[config.mk]
export PLATFORM = sky130hd
export DESIGN_NAME = perf_monitor_cycle_counter
export DESIGN_NICKNAME = d
export VERILOG_FILES = /design/src/logic/perf_monitor_pkg.sv /design/src/logic/perf_event_counter.sv /design/src/logic/perf_monitor_cycle_counter.sv
export SDC_FILE = /design/constraint.sdc
export NUM_CORES = 1
export LEC_CHECK = 0
export BUFFER_PORTS_ARGS = -buffer_cell sky130_fd_sc_hd__buf_2
export CORE_MARGIN = 8
export CORE_UTILIZATION = 25
export DETAILED_ROUTE_END_ITERATION = 6
export PLACE_DENSITY_LB_ADDON = 0.3
export SETUP_SLACK_MARGIN = 0.1
export SYNTH_ARGS = -nofsm -noshare
export SYNTH_HDL_FRONTEND = slang
export SYNTH_SLANG_ARGS = --single-unit
[constraint.sdc]
create_clock -name clk -period 3.6 [get_ports clk]
set_input_delay 0.72 -clock clk [delete_from_list [all_inputs] [get_ports clk]]
set_output_delay 0.72 -clock clk [all_outputs]
set_load 0.005 [all_outputs]
[src/logic/perf_monitor_pkg.sv]
// Constants, field layouts and carrier types for the performance monitor block
`default_nettype none
package perf_monitor_pkg;
    // Register addresses
    localparam logic [31:0] ADDR_PERF_MONITOR_CONTROL = 32'hffe08000;
    localparam logic [31:0] ADDR_PERF_COUNT0 = 32'hffe08100;
    localparam logic [31:0] ADDR_PERF_COUNT1 = 32'hffe08104;
    localparam logic [31:0] ADDR_CORE_IDENTIFICATION = 32'hffe05000;
    localparam logic [31:0] ADDR_SYSTEM_CONFIG = 32'hffe0f000;
    localparam logic [31:0] ADDR_CYCLE_COUNT_LOW = 32'hffe0f004;
    localparam logic [31:0] ADDR_CYCLE_COUNT_HIGH = 32'hffe0f008;

    // Control register field positions
    localparam int CTL_POWER_BIT = 0;
    localparam int CTL_KIND0_BIT = 1;
    localparam int CTL_MODE0_LSB = 2;
    localparam int CTL_SEL0_LSB = 4;
    localparam int CTL_EDGE0_BIT = 15;
    localparam int CTL_KIND1_BIT = 16;
    localparam int CTL_MODE1_LSB = 17;
    localparam int CTL_SEL1_LSB = 19;
    localparam int CTL_EDGE1_BIT = 31;
    localparam logic [31:0] CTL_RESET = 32'h00000000;
    // Unused control bits 30:27 and 14:12 read back as zero
    localparam logic [31:0] CTL_WRITE_MASK = 32'h87ff8fff;

    // System configuration fields
    localparam int CFG_CYCLE_COUNT_ENABLE_BIT = 1;
    localparam int CFG_SSTEP_BIT = 0;
    localparam logic [31:0] CFG_RESET = 32'h00000030;

    // Identification value, arbitrary
    localparam logic [31:0] CORE_ID_DEFAULT = 32'h0a5a0001;

    // Mode enable encodings
    localparam logic [1:0] MODE_EN_NEVER = 2'h0;
    localparam logic [1:0] MODE_EN_USER = 2'h1;
    localparam logic [1:0] MODE_EN_SUPER = 2'h2;
    localparam logic [1:0] MODE_EN_BOTH = 2'h3;

    // Event codes
    localparam logic [7:0] EV_LOOP0 = 8'h00;
    localparam logic [7:0] EV_LOOP1 = 8'h01;
    localparam logic [7:0] EV_LBUF0 = 8'h02;
    localparam logic [7:0] EV_LBUF1 = 8'h03;
    localparam logic [7:0] EV_SWEXC = 8'h0a;
    localparam logic [7:0] EV_SYNC = 8'h0b;
    localparam logic [7:0] EV_COMMIT = 8'h0c;
    localparam logic [7:0] EV_IRQ = 8'h0d;
    localparam logic [7:0] EV_MISALIGN = 8'h0e;
    localparam logic [7:0] EV_AGEN_RAW = 8'h10;
    localparam logic [7:0] EV_COMP_RAW = 8'h13;
    localparam logic [7:0] EV_FETCH_DMA = 8'h80;
    localparam logic [7:0] EV_PROC_STALL = 8'h90;
    localparam logic [7:0] EV_UNHIDDEN = 8'h91;
    localparam logic [7:0] EV_STORE_FULL = 8'h92;
    localparam logic [7:0] EV_WRITE_FULL = 8'h93;
    localparam logic [7:0] EV_STORE_FWD = 8'h94;
    localparam logic [7:0] EV_FILL_BUF = 8'h95;
    localparam logic [7:0] EV_ARRAY_TAG = 8'h96;
    localparam logic [7:0] EV_ARRAY = 8'h97;
    localparam logic [7:0] EV_DMEM_STALL = 8'h98;
    localparam logic [7:0] EV_FILL_A = 8'h99;
    localparam logic [7:0] EV_FILL_B = 8'h9a;
    localparam logic [7:0] EV_VICTIM_A = 8'h9b;
    localparam logic [7:0] EV_VICTIM_B = 8'h9c;
    localparam logic [7:0] EV_FILL_HI = 8'h9d;
    localparam logic [7:0] EV_FILL_LO = 8'h9e;
    localparam logic [1:0] WEIGHT_NORMAL = 2'h1;
    localparam logic [1:0] WEIGHT_FETCH_DMA = 2'h2;

    typedef enum logic [1:0] {
        MODE_USER = 2'b00,
        MODE_SUPERVISOR = 2'b01,
        MODE_EMULATOR = 2'b11
    } core_mode_t;

    typedef struct packed {
        logic valid;
        logic write;
        logic [31:0] addr;
        logic [31:0] wdata;
    } reg_req_t;

    typedef struct packed {
        logic loop0_iter;
        logic loop1_iter;
        logic loopbuf0_unopt;
        logic loopbuf1_unopt;
        logic software_exception_instr;
        logic core_sync_instr;
        logic system_sync_instr;
        logic committed;
        logic interrupt_taken;
        logic misaligned;
        logic address_generator_raw_stall;
        logic compute_raw_stall;
        logic fetch_dma_postponed;
        logic proc_mem_stall;
        logic dmem_unhidden_stall;
        logic store_buf_full;
        logic write_buf_full;
        logic store_fwd_stall;
        logic fill_buf_stall;
        logic array_tag_collision;
        logic array_collision;
        logic dmem_stall;
        logic fill_bank_a;
        logic fill_bank_b;
        logic victim_bank_a;
        logic victim_bank_b;
        logic fill_hi_req;
        logic fill_lo_req;
    } core_events_t;

    typedef struct packed {
        logic retired;
        logic in_interrupt_handler;
        logic in_exception_or_higher;
    } step_status_t;
endpackage : perf_monitor_pkg
`default_nettype wire

[src/logic/perf_event_counter.sv]
// One performance counter with event selection, mode gating and count-down event
`default_nettype none
module perf_event_counter (
    input wire logic clk,
    input wire logic nrst,
    input wire logic monitor_power_on,
    input wire logic [1:0] mode_enable,
    input wire logic edge_select,
    input wire logic event_kind,
    input wire logic [7:0] event_select,
    input wire perf_monitor_pkg::core_mode_t mode,
    input wire perf_monitor_pkg::core_events_t events,
    input wire logic wr_en,
    input wire logic [31:0] wdata,
    output logic [31:0] count,
    output logic exception_pulse,
    output logic emulation_pulse
);
    import perf_monitor_pkg::*;

    logic ev;
    logic ev_prev;
    logic mode_ok;
    logic qualifies;
    logic [1:0] weight;
    logic [32:0] sum;
    logic step;

    always_comb begin
        ev = 1'b0;
        case (event_select)
            EV_LOOP0: ev = events.loop0_iter;
            EV_LOOP1: ev = events.loop1_iter;
            EV_LBUF0: ev = events.loopbuf0_unopt;
            EV_LBUF1: ev = events.loopbuf1_unopt;
            EV_SWEXC: ev = events.software_exception_instr;
            EV_SYNC: ev = events.core_sync_instr | events.system_sync_instr;
            EV_COMMIT: ev = events.committed;
            EV_IRQ: ev = events.interrupt_taken;
            EV_MISALIGN: ev = events.misaligned;
            EV_AGEN_RAW: ev = events.address_generator_raw_stall;
            EV_COMP_RAW: ev = events.compute_raw_stall;
            EV_FETCH_DMA: ev = events.fetch_dma_postponed;
            EV_PROC_STALL: ev = events.proc_mem_stall;
            EV_UNHIDDEN: ev = events.dmem_unhidden_stall;
            EV_DMEM_STALL: ev = events.dmem_stall;
            EV_STORE_FULL: ev = events.store_buf_full;
            EV_WRITE_FULL: ev = events.write_buf_full;
            EV_STORE_FWD: ev = events.store_fwd_stall;
            EV_FILL_BUF: ev = events.fill_buf_stall;
            EV_ARRAY_TAG: ev = events.array_tag_collision;
            EV_ARRAY: ev = events.array_collision;
            EV_FILL_A: ev = events.fill_bank_a;
            EV_FILL_B: ev = events.fill_bank_b;
            EV_VICTIM_A: ev = events.victim_bank_a;
            EV_VICTIM_B: ev = events.victim_bank_b;
            EV_FILL_HI: ev = events.fill_hi_req;
            EV_FILL_LO: ev = events.fill_lo_req;
            default: ev = 1'b0;
        endcase
    end

    assign mode_ok = (mode == MODE_USER && mode_enable[0])
        || (mode == MODE_SUPERVISOR && mode_enable[1]);
    assign qualifies = edge_select ? (ev && !ev_prev) : ev;
    assign step = monitor_power_on && mode_ok && qualifies;
    assign weight = (event_select == EV_FETCH_DMA) ? WEIGHT_FETCH_DMA : WEIGHT_NORMAL;
    assign sum = {1'b0, count} + {31'h0, weight};

    always_ff @(posedge clk or negedge nrst) begin
        if (!nrst) begin
            count <= 32'h0;
        end else if (wr_en) begin
            count <= wdata;
        end else if (step) begin
            count <= sum[31:0];
        end
    end

    // Edge history keeps running so enabling mid-event does not fake an edge
    always_ff @(posedge clk or negedge nrst) begin
        if (!nrst) begin
            ev_prev <= 1'b0;
        end else begin
            ev_prev <= ev;
        end
    end

    // Wrap raises exception or emulation event
    always_ff @(posedge clk or negedge nrst) begin
        if (!nrst) begin
            exception_pulse <= 1'b0;
            emulation_pulse <= 1'b0;
        end else begin
            exception_pulse <= step && !wr_en && sum[32] && !event_kind;
            emulation_pulse <= step && !wr_en && sum[32] && event_kind;
        end
    end
endmodule : perf_event_counter
`default_nettype wire

[src/logic/perf_monitor_cycle_counter.sv]
// Performance monitor with two event counters, cycle counter, config and id registers
//
// How it works
// - Counter enables ignored until power bit set
// - Mode enable: never, user, supervisor, both
// - Edge bit: count level cycles or edges
// - Count-down raises exception or emulation event
// - Eight-bit event code picks counted event
// - Codes 00-03 count loop events
// - Codes 0A-0E count instruction and exception events
// - Codes 10, 13 count hazard stalls
// - Code 80 counts fetch postponements, two each
// - Codes 90, 91, 98 count memory stalls
// - Codes 92-95 count buffer stalls
// - Codes 96, 97 count collision stalls
// - Codes 99-9C count fills and victims
// - Codes 9D, 9E count fill requests
// - Cycle count runs in user/supervisor, holds emulator
// - Cycle count split into low, high words
// - Low read latches high word into shadow
// - User mode reads cycles, cannot write
// - Cycle count runs only with enable bit
// - Config resets to 30h, supervisor access only
// - Single-step traps after user or handler instruction
// - Identification register is read-only
// - Two 32-bit counter registers hold counts
`default_nettype none
module perf_monitor_cycle_counter #(
    parameter logic [31:0] CORE_ID = perf_monitor_pkg::CORE_ID_DEFAULT
) (
    input wire logic clk,
    input wire logic nrst,
    input wire perf_monitor_pkg::reg_req_t req,
    input wire perf_monitor_pkg::core_mode_t mode,
    input wire perf_monitor_pkg::core_events_t events,
    input wire perf_monitor_pkg::step_status_t step_status,
    output logic rd_valid,
    output logic [31:0] rd_data,
    output logic perf_exception,
    output logic perf_emulation,
    output logic single_step_exception,
    output logic cycle_count_enable
);
    import perf_monitor_pkg::*;

    logic [31:0] perf_monitor_control;
    logic [31:0] system_config;
    logic [63:0] cycles;
    logic [31:0] cycle_count_high;
    logic [31:0] perf_count0;
    logic [31:0] perf_count1;
    logic exc0;
    logic exc1;
    logic emu0;
    logic emu1;

    // Address decode
    logic hit_ctl;
    logic hit_cnt0;
    logic hit_cnt1;
    logic hit_id;
    logic hit_cfg;
    logic hit_low;
    logic hit_high;
    logic rd;
    logic wr;
    logic is_user;
    logic cfg_ok;
    logic cyc_wr_ok;
    logic cyc_run;
    logic [31:0] next_rd_data;
    logic [63:0] cycles_inc;

    assign rd = req.valid && !req.write;
    assign wr = req.valid && req.write;
    assign hit_ctl = req.addr == ADDR_PERF_MONITOR_CONTROL;
    assign hit_cnt0 = req.addr == ADDR_PERF_COUNT0;
    assign hit_cnt1 = req.addr == ADDR_PERF_COUNT1;
    assign hit_id = req.addr == ADDR_CORE_IDENTIFICATION;
    assign hit_cfg = req.addr == ADDR_SYSTEM_CONFIG;
    assign hit_low = req.addr == ADDR_CYCLE_COUNT_LOW;
    assign hit_high = req.addr == ADDR_CYCLE_COUNT_HIGH;
    assign is_user = mode == MODE_USER;
    assign cfg_ok = mode == MODE_SUPERVISOR;
    // User mode writes to cycles dropped
    assign cyc_wr_ok = wr && !is_user;
    assign cyc_run = system_config[CFG_CYCLE_COUNT_ENABLE_BIT] && mode != MODE_EMULATOR;
    assign cycles_inc = cycles + 64'h1;

    // Read data select; unmapped or forbidden reads return zero
    always_comb begin
        next_rd_data = 32'h0;
        if (hit_ctl) begin
            next_rd_data = perf_monitor_control;
        end else if (hit_cnt0) begin
            next_rd_data = perf_count0;
        end else if (hit_cnt1) begin
            next_rd_data = perf_count1;
        end else if (hit_id) begin
            next_rd_data = CORE_ID;
        end else if (hit_cfg && cfg_ok) begin
            next_rd_data = system_config;
        end else if (hit_low) begin
            next_rd_data = cycles[31:0];
        end else if (hit_high) begin
            next_rd_data = cycle_count_high;
        end
    end

    always_ff @(posedge clk or negedge nrst) begin
        if (!nrst) begin
            rd_valid <= 1'b0;
            rd_data <= 32'h0;
        end else begin
            rd_valid <= rd;
            rd_data <= rd ? next_rd_data : 32'h0;
        end
    end

    always_ff @(posedge clk or negedge nrst) begin
        if (!nrst) begin
            perf_monitor_control <= CTL_RESET;
        end else if (wr && hit_ctl) begin
            perf_monitor_control <= req.wdata & CTL_WRITE_MASK;
        end
    end

    // Config reset value and supervisor-only writes
    always_ff @(posedge clk or negedge nrst) begin
        if (!nrst) begin
            system_config <= CFG_RESET;
        end else if (wr && hit_cfg && cfg_ok) begin
            system_config <= req.wdata;
        end
    end

    // Free-running count gated by enable; write takes the word it hits
    always_ff @(posedge clk or negedge nrst) begin
        if (!nrst) begin
            cycles <= 64'h0;
        end else if (cyc_wr_ok && hit_low) begin
            cycles <= {cycles[63:32], req.wdata};
        end else if (cyc_wr_ok && hit_high) begin
            cycles <= {req.wdata, cyc_run ? cycles_inc[31:0] : cycles[31:0]};
        end else if (cyc_run) begin
            cycles <= cycles_inc;
        end
    end

    // Shadow only moves on a low-word read
    always_ff @(posedge clk or negedge nrst) begin
        if (!nrst) begin
            cycle_count_high <= 32'h0;
        end else if (rd && hit_low) begin
            cycle_count_high <= cycles[63:32];
        end
    end

    // Single-step trap, suppressed inside exception service
    always_ff @(posedge clk or negedge nrst) begin
        if (!nrst) begin
            single_step_exception <= 1'b0;
        end else begin
            single_step_exception <= system_config[CFG_SSTEP_BIT] && step_status.retired
                && !step_status.in_exception_or_higher
                && (is_user || (mode == MODE_SUPERVISOR && step_status.in_interrupt_handler));
        end
    end

    always_ff @(posedge clk or negedge nrst) begin
        if (!nrst) begin
            perf_exception <= 1'b0;
            perf_emulation <= 1'b0;
            cycle_count_enable <= 1'b0;
        end else begin
            perf_exception <= exc0 || exc1;
            perf_emulation <= emu0 || emu1;
            cycle_count_enable <= system_config[CFG_CYCLE_COUNT_ENABLE_BIT];
        end
    end

    perf_event_counter u_counter0 (
        .clk(clk),
        .nrst(nrst),
        .monitor_power_on(perf_monitor_control[CTL_POWER_BIT]),
        .mode_enable(perf_monitor_control[CTL_MODE0_LSB +: 2]),
        .edge_select(perf_monitor_control[CTL_EDGE0_BIT]),
        .event_kind(perf_monitor_control[CTL_KIND0_BIT]),
        .event_select(perf_monitor_control[CTL_SEL0_LSB +: 8]),
        .mode(mode),
        .events(events),
        .wr_en(wr && hit_cnt0),
        .wdata(req.wdata),
        .count(perf_count0),
        .exception_pulse(exc0),
        .emulation_pulse(emu0)
    );

    perf_event_counter u_counter1 (
        .clk(clk),
        .nrst(nrst),
        .monitor_power_on(perf_monitor_control[CTL_POWER_BIT]),
        .mode_enable(perf_monitor_control[CTL_MODE1_LSB +: 2]),
        .edge_select(perf_monitor_control[CTL_EDGE1_BIT]),
        .event_kind(perf_monitor_control[CTL_KIND1_BIT]),
        .event_select(perf_monitor_control[CTL_SEL1_LSB +: 8]),
        .mode(mode),
        .events(events),
        .wr_en(wr && hit_cnt1),
        .wdata(req.wdata),
        .count(perf_count1),
        .exception_pulse(exc1),
        .emulation_pulse(emu1)
    );
endmodule : perf_monitor_cycle_counter
`default_nettype wire

==> results of run 1 <==
==> layer usage <==
metal  GRT usage [%]  up-vias
li1                -     5893
met1           22.10     6389
met2           24.68      439
met3           2.877       77
met4           3.425        0
met5               0        -
==> worst max path at each step <==
stage | cells after the start | startpoint | endpoint | slack (ns)
CTS | 12 | perf_monitor_control[7]$_DFFE_PN0P_ | u_counter0.count[20]$_DFFE_PN0P_ | 0.32
floorplan | 8 | req[32] | system_config[10]$_DFFE_PN0P_ | 0.58
global placement | 8 | req[32] | rd_data[14]$_DFF_PN0_ | 0.28
global route | 12 | perf_monitor_control[7]$_DFFE_PN0P_ | u_counter0.count[20]$_DFFE_PN0P_ | 0.14
finish | 13 | perf_monitor_control[7]$_DFFE_PN0P_ | u_counter0.count[25]$_DFFE_PN0P_ | 0.31
detailed placement | 8 | req[32] | rd_data[14]$_DFF_PN0_ | 0.26
==> cells in the final DEF (no fill, tap or decap), types with 7 or more instances in the layout <==
cell type,instances
and4_1,15
a31oi_1,26
clkbuf_1,8
nand2_1,128
a21oi_1,135
o21ai_0,70
o211ai_1,7
buf_2,136
xnor2_1,57
buf_4,68
o21ai_1,7
xor2_1,47
a22oi_1,29
clkbuf_16,35
nor2_1,149
nand4_1,35
or3_1,19
a31o_2,10
and3_1,28
dfrtp_1,258
nor4_1,16
inv_1,30
nand3_1,48
mux2i_1,17
and2_1,12
nand3b_1,13
mux2_2,86
a211oi_1,12
o2111ai_1,13
a2111oi_0,10
nor3_1,27
==> where the power goes <==
group | switching [uW] | internal (uW)
Clock | 1340 | 2010
Combinational | 217 | 76.1
Sequential | 0.305 | 2920
==> layout make-up <==
class	count	area (sq um)	share of cell area [%]
antenna	1	2.502	0.01432
clock buffer	47	960.9	5.499
clock inverter	11	115.1	0.6587
inverter	32	120.1	0.6873
multi-input combinational	1135	7485	42.83
sequential	260	6509	37.24
tap	765	957.2	5.477
timing repair buffer	211	1326	7.589
==> metrics by stage <==
step	cells	hold slack [ns]
after floorplan	1529	0.3969
after global placement	2403	0.4166
after detailed placement	2403	0.4233
after CTS	2461	0.2103
after global routing	2461	0.2419
final	2462	0.1907
==> cell families after synthesis <==
family          Yosys count
fa+ha+maj                 7
mux                     112
flops                   260
simple gates            540
xor+xnor                104
buf+inv                 134
compound gates          372
==> worst reg2reg max path: cells and delay by family, from the launching register on <==
family | cells | cell delay, ns
AND/OR/NAND/NOR | 5 | 1.23
adder cells (fa/ha/maj) | 1 | 0.14
flip-flops | 1 | 0.37
buffers and inverters | 4 | 0.69
AO/OA/AOI/OAI | 2 | 0.49
multiplexers | 1 | 0.33
==> cells in the mapped netlist (15+ instances only) <==
cell	number	share of area (%)
or3_1	19	0.82
dfrtp_1	258	44
nand2_1	129	3.3
inv_1	30	0.77
nor4_1	16	0.69
mux2_2	86	6.7
and4_1	15	0.90
a22oi_1	29	1.5
clkbuf_1	68	1.8
nor2_1	150	3.9
a31oi_1	26	1.1
o21ai_0	70	2.4
mux2i_1	17	1.2
xnor2_1	57	3.4
nor3_1	28	0.96
nand3_1	48	1.7
xor2_1	47	2.8
a21oi_1	135	4.6
buf_2	20	0.69
nand4_1	35	1.5
and3_1	28	1.2
==> sequential cells by signal, summed over array words and instances (netlist names), 25 cells and up <==
signal	cells
cycles	64
cycle_count_high	32
rd_data	32
system_config	32
u_counter0.count	32
u_counter1.count	32
perf_monitor_control	25
==> flow_summary_export.csv, run 1 <==
group,metric,value,unit
worst_setup_path,path_delay_family,"simple AND/OR/NAND/NOR gates",
clock_network,cts_resized,0,
placement,place_ws,0.2579,ns
route,firstDrtPassIters,7,
worst_setup_path,worstPathMaxFanout,4,
floorplan,fp.dieW,257.2,um
clock_network,clk_pin_slew,0.06,ns
synthesis,syn_area_per_cell,9.510,sq um
synthesis,async_flop_share,100.0,%
placement,io_buffers,137,
route,dr_wl_met3,3449,um
timing,setup_viol,0,
route,avgRoutedWirePerCell,21.70,um
synthesis,postSynthCellCount,1529,
power_and_ir_drop,power.density,375.7,mW/mm^2
timing,finalClockSkew,0.02607,ns
final_layout,final_util,30.35,%
timing,final.setup.tns,0,ns
synthesis,synthFlopType,"dfrtp_1",
clock_network,cts.htree.levels,2,
clock_network,hold_buffers,0,
floorplan,die_height,257.2,um
grt,grt_max_degree,83,
grt,antenna_found_initial,1,
final_layout,drive_gt1_share,23.17,%
route,wl_met1,24590,um
worst_setup_path,r2r_end,"u_counter0.count[25]$_DFFE_PN0P_",
worst_setup_path,critPathLaunchType,"flop",
grt,grt_pass1_wl,80690,um
synthesis,synth_seq_cells,260,
job,drv_cap,0,
timing,finalCritPeriodShare,91.44,%
grt,grt_pass1_vias,12650,
route,vias_per_cell,5.198,
placement,dp_hpwl,40390,um
synthesis,synth_edf_count,0,
route,wl_met2,24360,um
route,top_layer_used,"met4",
timing,hold_viol_final,0,
final_layout,area_growth_syn_to_layout,20.18,%
floorplan,io_pins,138,
synthesis,synth_nets,1637,
timing,max_freq,303.8,MHz
clock_network,cts_tree,"built",
timing,drv_slew,0,
synthesis,synth_compound_area_share,16.49,%
clock_network,clk_latency,0.54,ns
placement,place_congestion,0.9042,
clock_network,cts_setup_buffers,0,
synthesis,yosys_warnings,0,
clock_network,cts_root_buf,"clkbuf_16",
synthesis,yosysUniqueCellTypes,85,
synthesis,yosys.area_share.simple,19.10,%
worst_setup_path,critPathRequiredTime,4.08,ns
timing,max_slew.worst_pin.slew,0.8503,ns
floorplan,core_region_area,0.05759,sq mm
final_layout,stdcell_area,0.01748,sq mm
synthesis,synth-xor-area-share,6.264,%
clock_network,clk_path_buf_depth,3,
floorplan,start_util,25.25,%
final_layout,fillers,6028,
worst_setup_path,ff2ff_setup_slack,0.31,ns
worst_setup_path,cp.buffers_inverters,4,
grt,grt_use_total,15.65,%
worst_setup_path,r2r_start,"perf_monitor_control[7]$_DFFE_PN0P_",
route,routed_wl,53420,um
synthesis,syn_area,0.01454,sq mm
worst_setup_path,max_stage_delay,0.47,ns
timing,slew_headroom,42.79,%
route,drc,0,
power_and_ir_drop,peakVddDrop,0.0002488,V
route,drt_iter0_drc,1162,
route,via_count,12800,
power_and_ir_drop,power_leakage,0.007493,uW
worst_setup_path,rr_worst_depth,13,
timing,fin_ws,0.3083,ns
worst_setup_path,slowest_stage,"nor4_1",
route,ant_nets,0,
worst_setup_path,cpMostUsedCell,"buf_4",
worst_setup_path,crit_arrival,3.77,ns
synthesis,ys_seq_area_share,44.76,%
timing,rsz0062_at_grt,"false",
worst_setup_path,path_class,"flop to flop",
outcome,outcome,"finished clean",
placement,place_area,0.01640,sq mm
synthesis,synth.mux.area_fraction,8.708,%
synthesis,synth-adder-area-share,0.7056,%
worst_setup_path,path_cells,"nor4_1 > nand2_1 > inv_1 > buf_4 > ha_1 > a21oi_1 > nor3_1 > buf_4 > nand3_1 > a2111oi_2 > buf_4 > mux2_2 > nand2_1",
clock_network,cts.sinks,260,
worst_hold_path,worstHoldPathType,"input port to asynchronous set/reset pin",
floorplan,num_rows,88,
worst_setup_path,end_kind,"flop",
grt,grt_overflow,0,
final_layout,nets,1782,
floorplan,design.die.area,0.06614,sq mm
synthesis,synth_top_family_by_area,"simple AND/OR/NAND/NOR gates",
power_and_ir_drop,finalPower,6566,uW
clock_network,cts_buffers,34,
timing,layout_min_cycle_time,3.292,ns
No activity file was read; power rests on OpenSTA's default activity.
==> run 2, diff against run 1 <==
--- a/config.mk
+++ b/config.mk
@@ -5,10 +5,10 @@
 export SDC_FILE = /design/constraint.sdc
 export NUM_CORES = 1
 export LEC_CHECK = 0
-export BUFFER_PORTS_ARGS = -buffer_cell sky130_fd_sc_hd__buf_2
 export CORE_MARGIN = 8
-export CORE_UTILIZATION = 25
+export CORE_UTILIZATION = 65
 export DETAILED_ROUTE_END_ITERATION = 6
+export DONT_BUFFER_PORTS = 1
 export PLACE_DENSITY_LB_ADDON = 0.3
 export SETUP_SLACK_MARGIN = 0.1
 export SYNTH_ARGS = -nofsm -noshare
==> flow_summary_export.csv, run 2 (synthesized netlist as in run 1, its figures left out) <==
group,metric,value,unit
final_layout,nets,1610,
grt,grt_max_degree,261,
clock_network,cts_root_buf,"clkbuf_16",
placement,io_buffers,0,
final_layout,drive_gt1_share,14.84,%
clock_network,cts.htree.levels,1,
timing,slew_headroom,47.95,%
clock_network,cts_resized,0,
route,firstDrtPassIters,7,
floorplan,design.die.area,0.02741,sq mm
placement,place_congestion,0.9195,
route,ant_nets,0,
floorplan,start_util,66.43,%
power_and_ir_drop,pwr-share-comb,1.3,%
clock_network,cts_setup_buffers,0,
clock_network,clk_path_buf_depth,3,
worst_setup_path,end_kind,"flop",
power_and_ir_drop,finalPower,6283,uW
power_and_ir_drop,power_leakage,0.006689,uW
worst_setup_path,worstPathMaxFanout,14,
floorplan,die_height,165.6,um
final_layout,final_common_cell,"dfrtp_1",
clock_network,clk_pin_slew,0.07,ns
clock_network,clk_latency,0.55,ns
power_and_ir_drop,power.density,395.8,mW/mm^2
timing,rsz0062_at_grt,"false",
floorplan,num_rows,54,
timing,hold_viol_final,258,
outcome,violations,"design-rule violations, negative hold slack",
final_layout,diodes,0,
final_layout,largest_reg_flops,64,
power_and_ir_drop,power_switching,1296,uW
power_and_ir_drop,cellInternalPower,4987,uW
final_layout,regMostFlops,"cycles",
power_and_ir_drop,peakVddDrop,0.0003775,V
timing,layout_min_cycle_time,3.171,ns
power_and_ir_drop,p_clk_share,52.2,%
timing,finalCritPeriodShare,88.07,%
placement,dp_hpwl,32080,um
grt,grt_pass1_wl,69250,um
worst_setup_path,critPathLaunchType,"flop",
final_layout,fillers,1604,
worst_setup_path,path_class,"flop to flop",
clock_network,cts_buffers,27,
worst_hold_path,worstHoldPathType,"input port to asynchronous set/reset pin",
worst_setup_path,critPathRequiredTime,4.07,ns
timing,final.setup.tns,0,ns
final_layout,final_cell_mix,"dfrtp_1, nor2_1, a21oi_1, nand2_1, mux2_2",
grt,grt_use_total,32.94,%
grt,grt_overflow,0,
grt,grt_pass1_vias,12040,
route,drt_iter0_drc,1915,
route,vias_per_cell,6.965,
job,drv_cap,0,
grt,antenna_found_initial,1,
worst_setup_path,crit_arrival,3.64,ns
clock_network,cts.sinks,260,
timing,max_slew.worst_pin.slew,0.7747,ns
power_and_ir_drop,p_seq_share,46.5,%
final_layout,area_growth_syn_to_layout,9.172,%
timing,fin_hold_ws,-0.1319,ns
route,drc,2,
floorplan,fp.dieW,165.6,um
power_and_ir_drop,netSwitchingFraction,20.63,%
timing,setup_viol,0,
timing,max_freq,315.4,MHz
route,via_count,12560,
route,routed_wl,45590,um
timing,finalClockSkew,0.02110,ns
outcome,outcome,"complete, but fails checks",
route,avgRoutedWirePerCell,25.28,um
clock_network,cts_tree,"built",
floorplan,core_region_area,0.02189,sq mm
timing,drv_slew,0,
floorplan,io_pins,138,
-- run 2: changes by cell type in the layout (fill, tap and decap cells not counted), moves of 2 or more --
cell | before | now
buf_4 | 68 | 44
clkinvlp_4 | 1 | 7
clkbuf_8 | 4 | 0
clkinv_4 | 1 | 3
buf_12 | 6 | 2
clkinv_2 | 6 | 1
clkbuf_16 | 35 | 27
clkbuf_1 | 8 | 1
bufinv_16 | 2 | 9
buf_2 | 136 | 0
-- run 2: power by group through the flow --
stage               clock [uW]  sequential (uW)  combinational, uW
floorplan                    0             2980               63.8
global placement             0             2980               75.0
detailed placement           0             2980               75.0
CTS                       3290             2920               76.0
global route              3410             2920               83.6
finish                    3280             2920               79.9
-- run 2: routing by layer --
metal	GRT usage, %	part of all wire, %	vias to the layer above
li1	-	-	5526
met1	43.66	38	6184
met2	51.35	46	734
met3	8.875	12	114
met4	11.77	3.6	0
met5	0	0	-
-- run 2: worst max-delay path: stages, from the launching register on --
cell and delay [ns]:
dfrtp_1 0.56, nor2_1 0.30, nand2_1 0.08, or3_1 0.36, inv_1 0.12, fa_1 0.19
and3_1 0.66, o2111ai_1 0.28, or3_1 0.36, a31oi_1 0.18
-- run 2: path summary, 6_finish.rpt --
kind	slack, ns	end	cells after the start	start
max in group asynchronous	3.29	system_config[4]$_DFFE_PN1P_	0	nrst
setup / recovery	0.43	u_counter1.count[30]$_DFFE_PN0P_	9	perf_monitor_control[20]$_DFFE_PN0P_
setup reg to reg	0.43	u_counter1.count[30]$_DFFE_PN0P_	9	perf_monitor_control[20]$_DFFE_PN0P_
hold / removal	-0.13	single_step_exception$_DFF_PN0_	0	nrst
min in group clk	0.28	perf_monitor_control[1]$_DFFE_PN0P_	2	req[1]
hold reg to reg	0.43	perf_exception$_DFF_PN0_	1	u_counter1.exception_pulse$_DFF_PN0_
-- run 2: final cells by class --
type | count | area [sq um] | share of cell area (%)
well taps | 280 | 350.3 | 2.207
clock buffers | 28 | 679.4 | 4.280
inverters | 32 | 120.1 | 0.7566
flip-flops and latches | 260 | 6509 | 41.00
multi-input cells | 1135 | 7475 | 47.08
clock inverters | 22 | 371.6 | 2.341
repair buffers | 46 | 370.4 | 2.333
-- run 2: metrics by stage --
step	utilization, %	instance area [sq um]	worst slack, ns	hold slack [ns]	instances
floorplan	-	14540	0.5770	0.3969	1529
global placement	67.72	14820	0.3021	0.4183	1753
detailed placement	67.72	14820	0.2476	0.4182	1753
CTS	72.52	15880	0.5189	-0.1380	1803
global route	72.52	15880	0.2212	-0.1423	1803
finish	72.52	15880	0.4293	-0.1319	1803
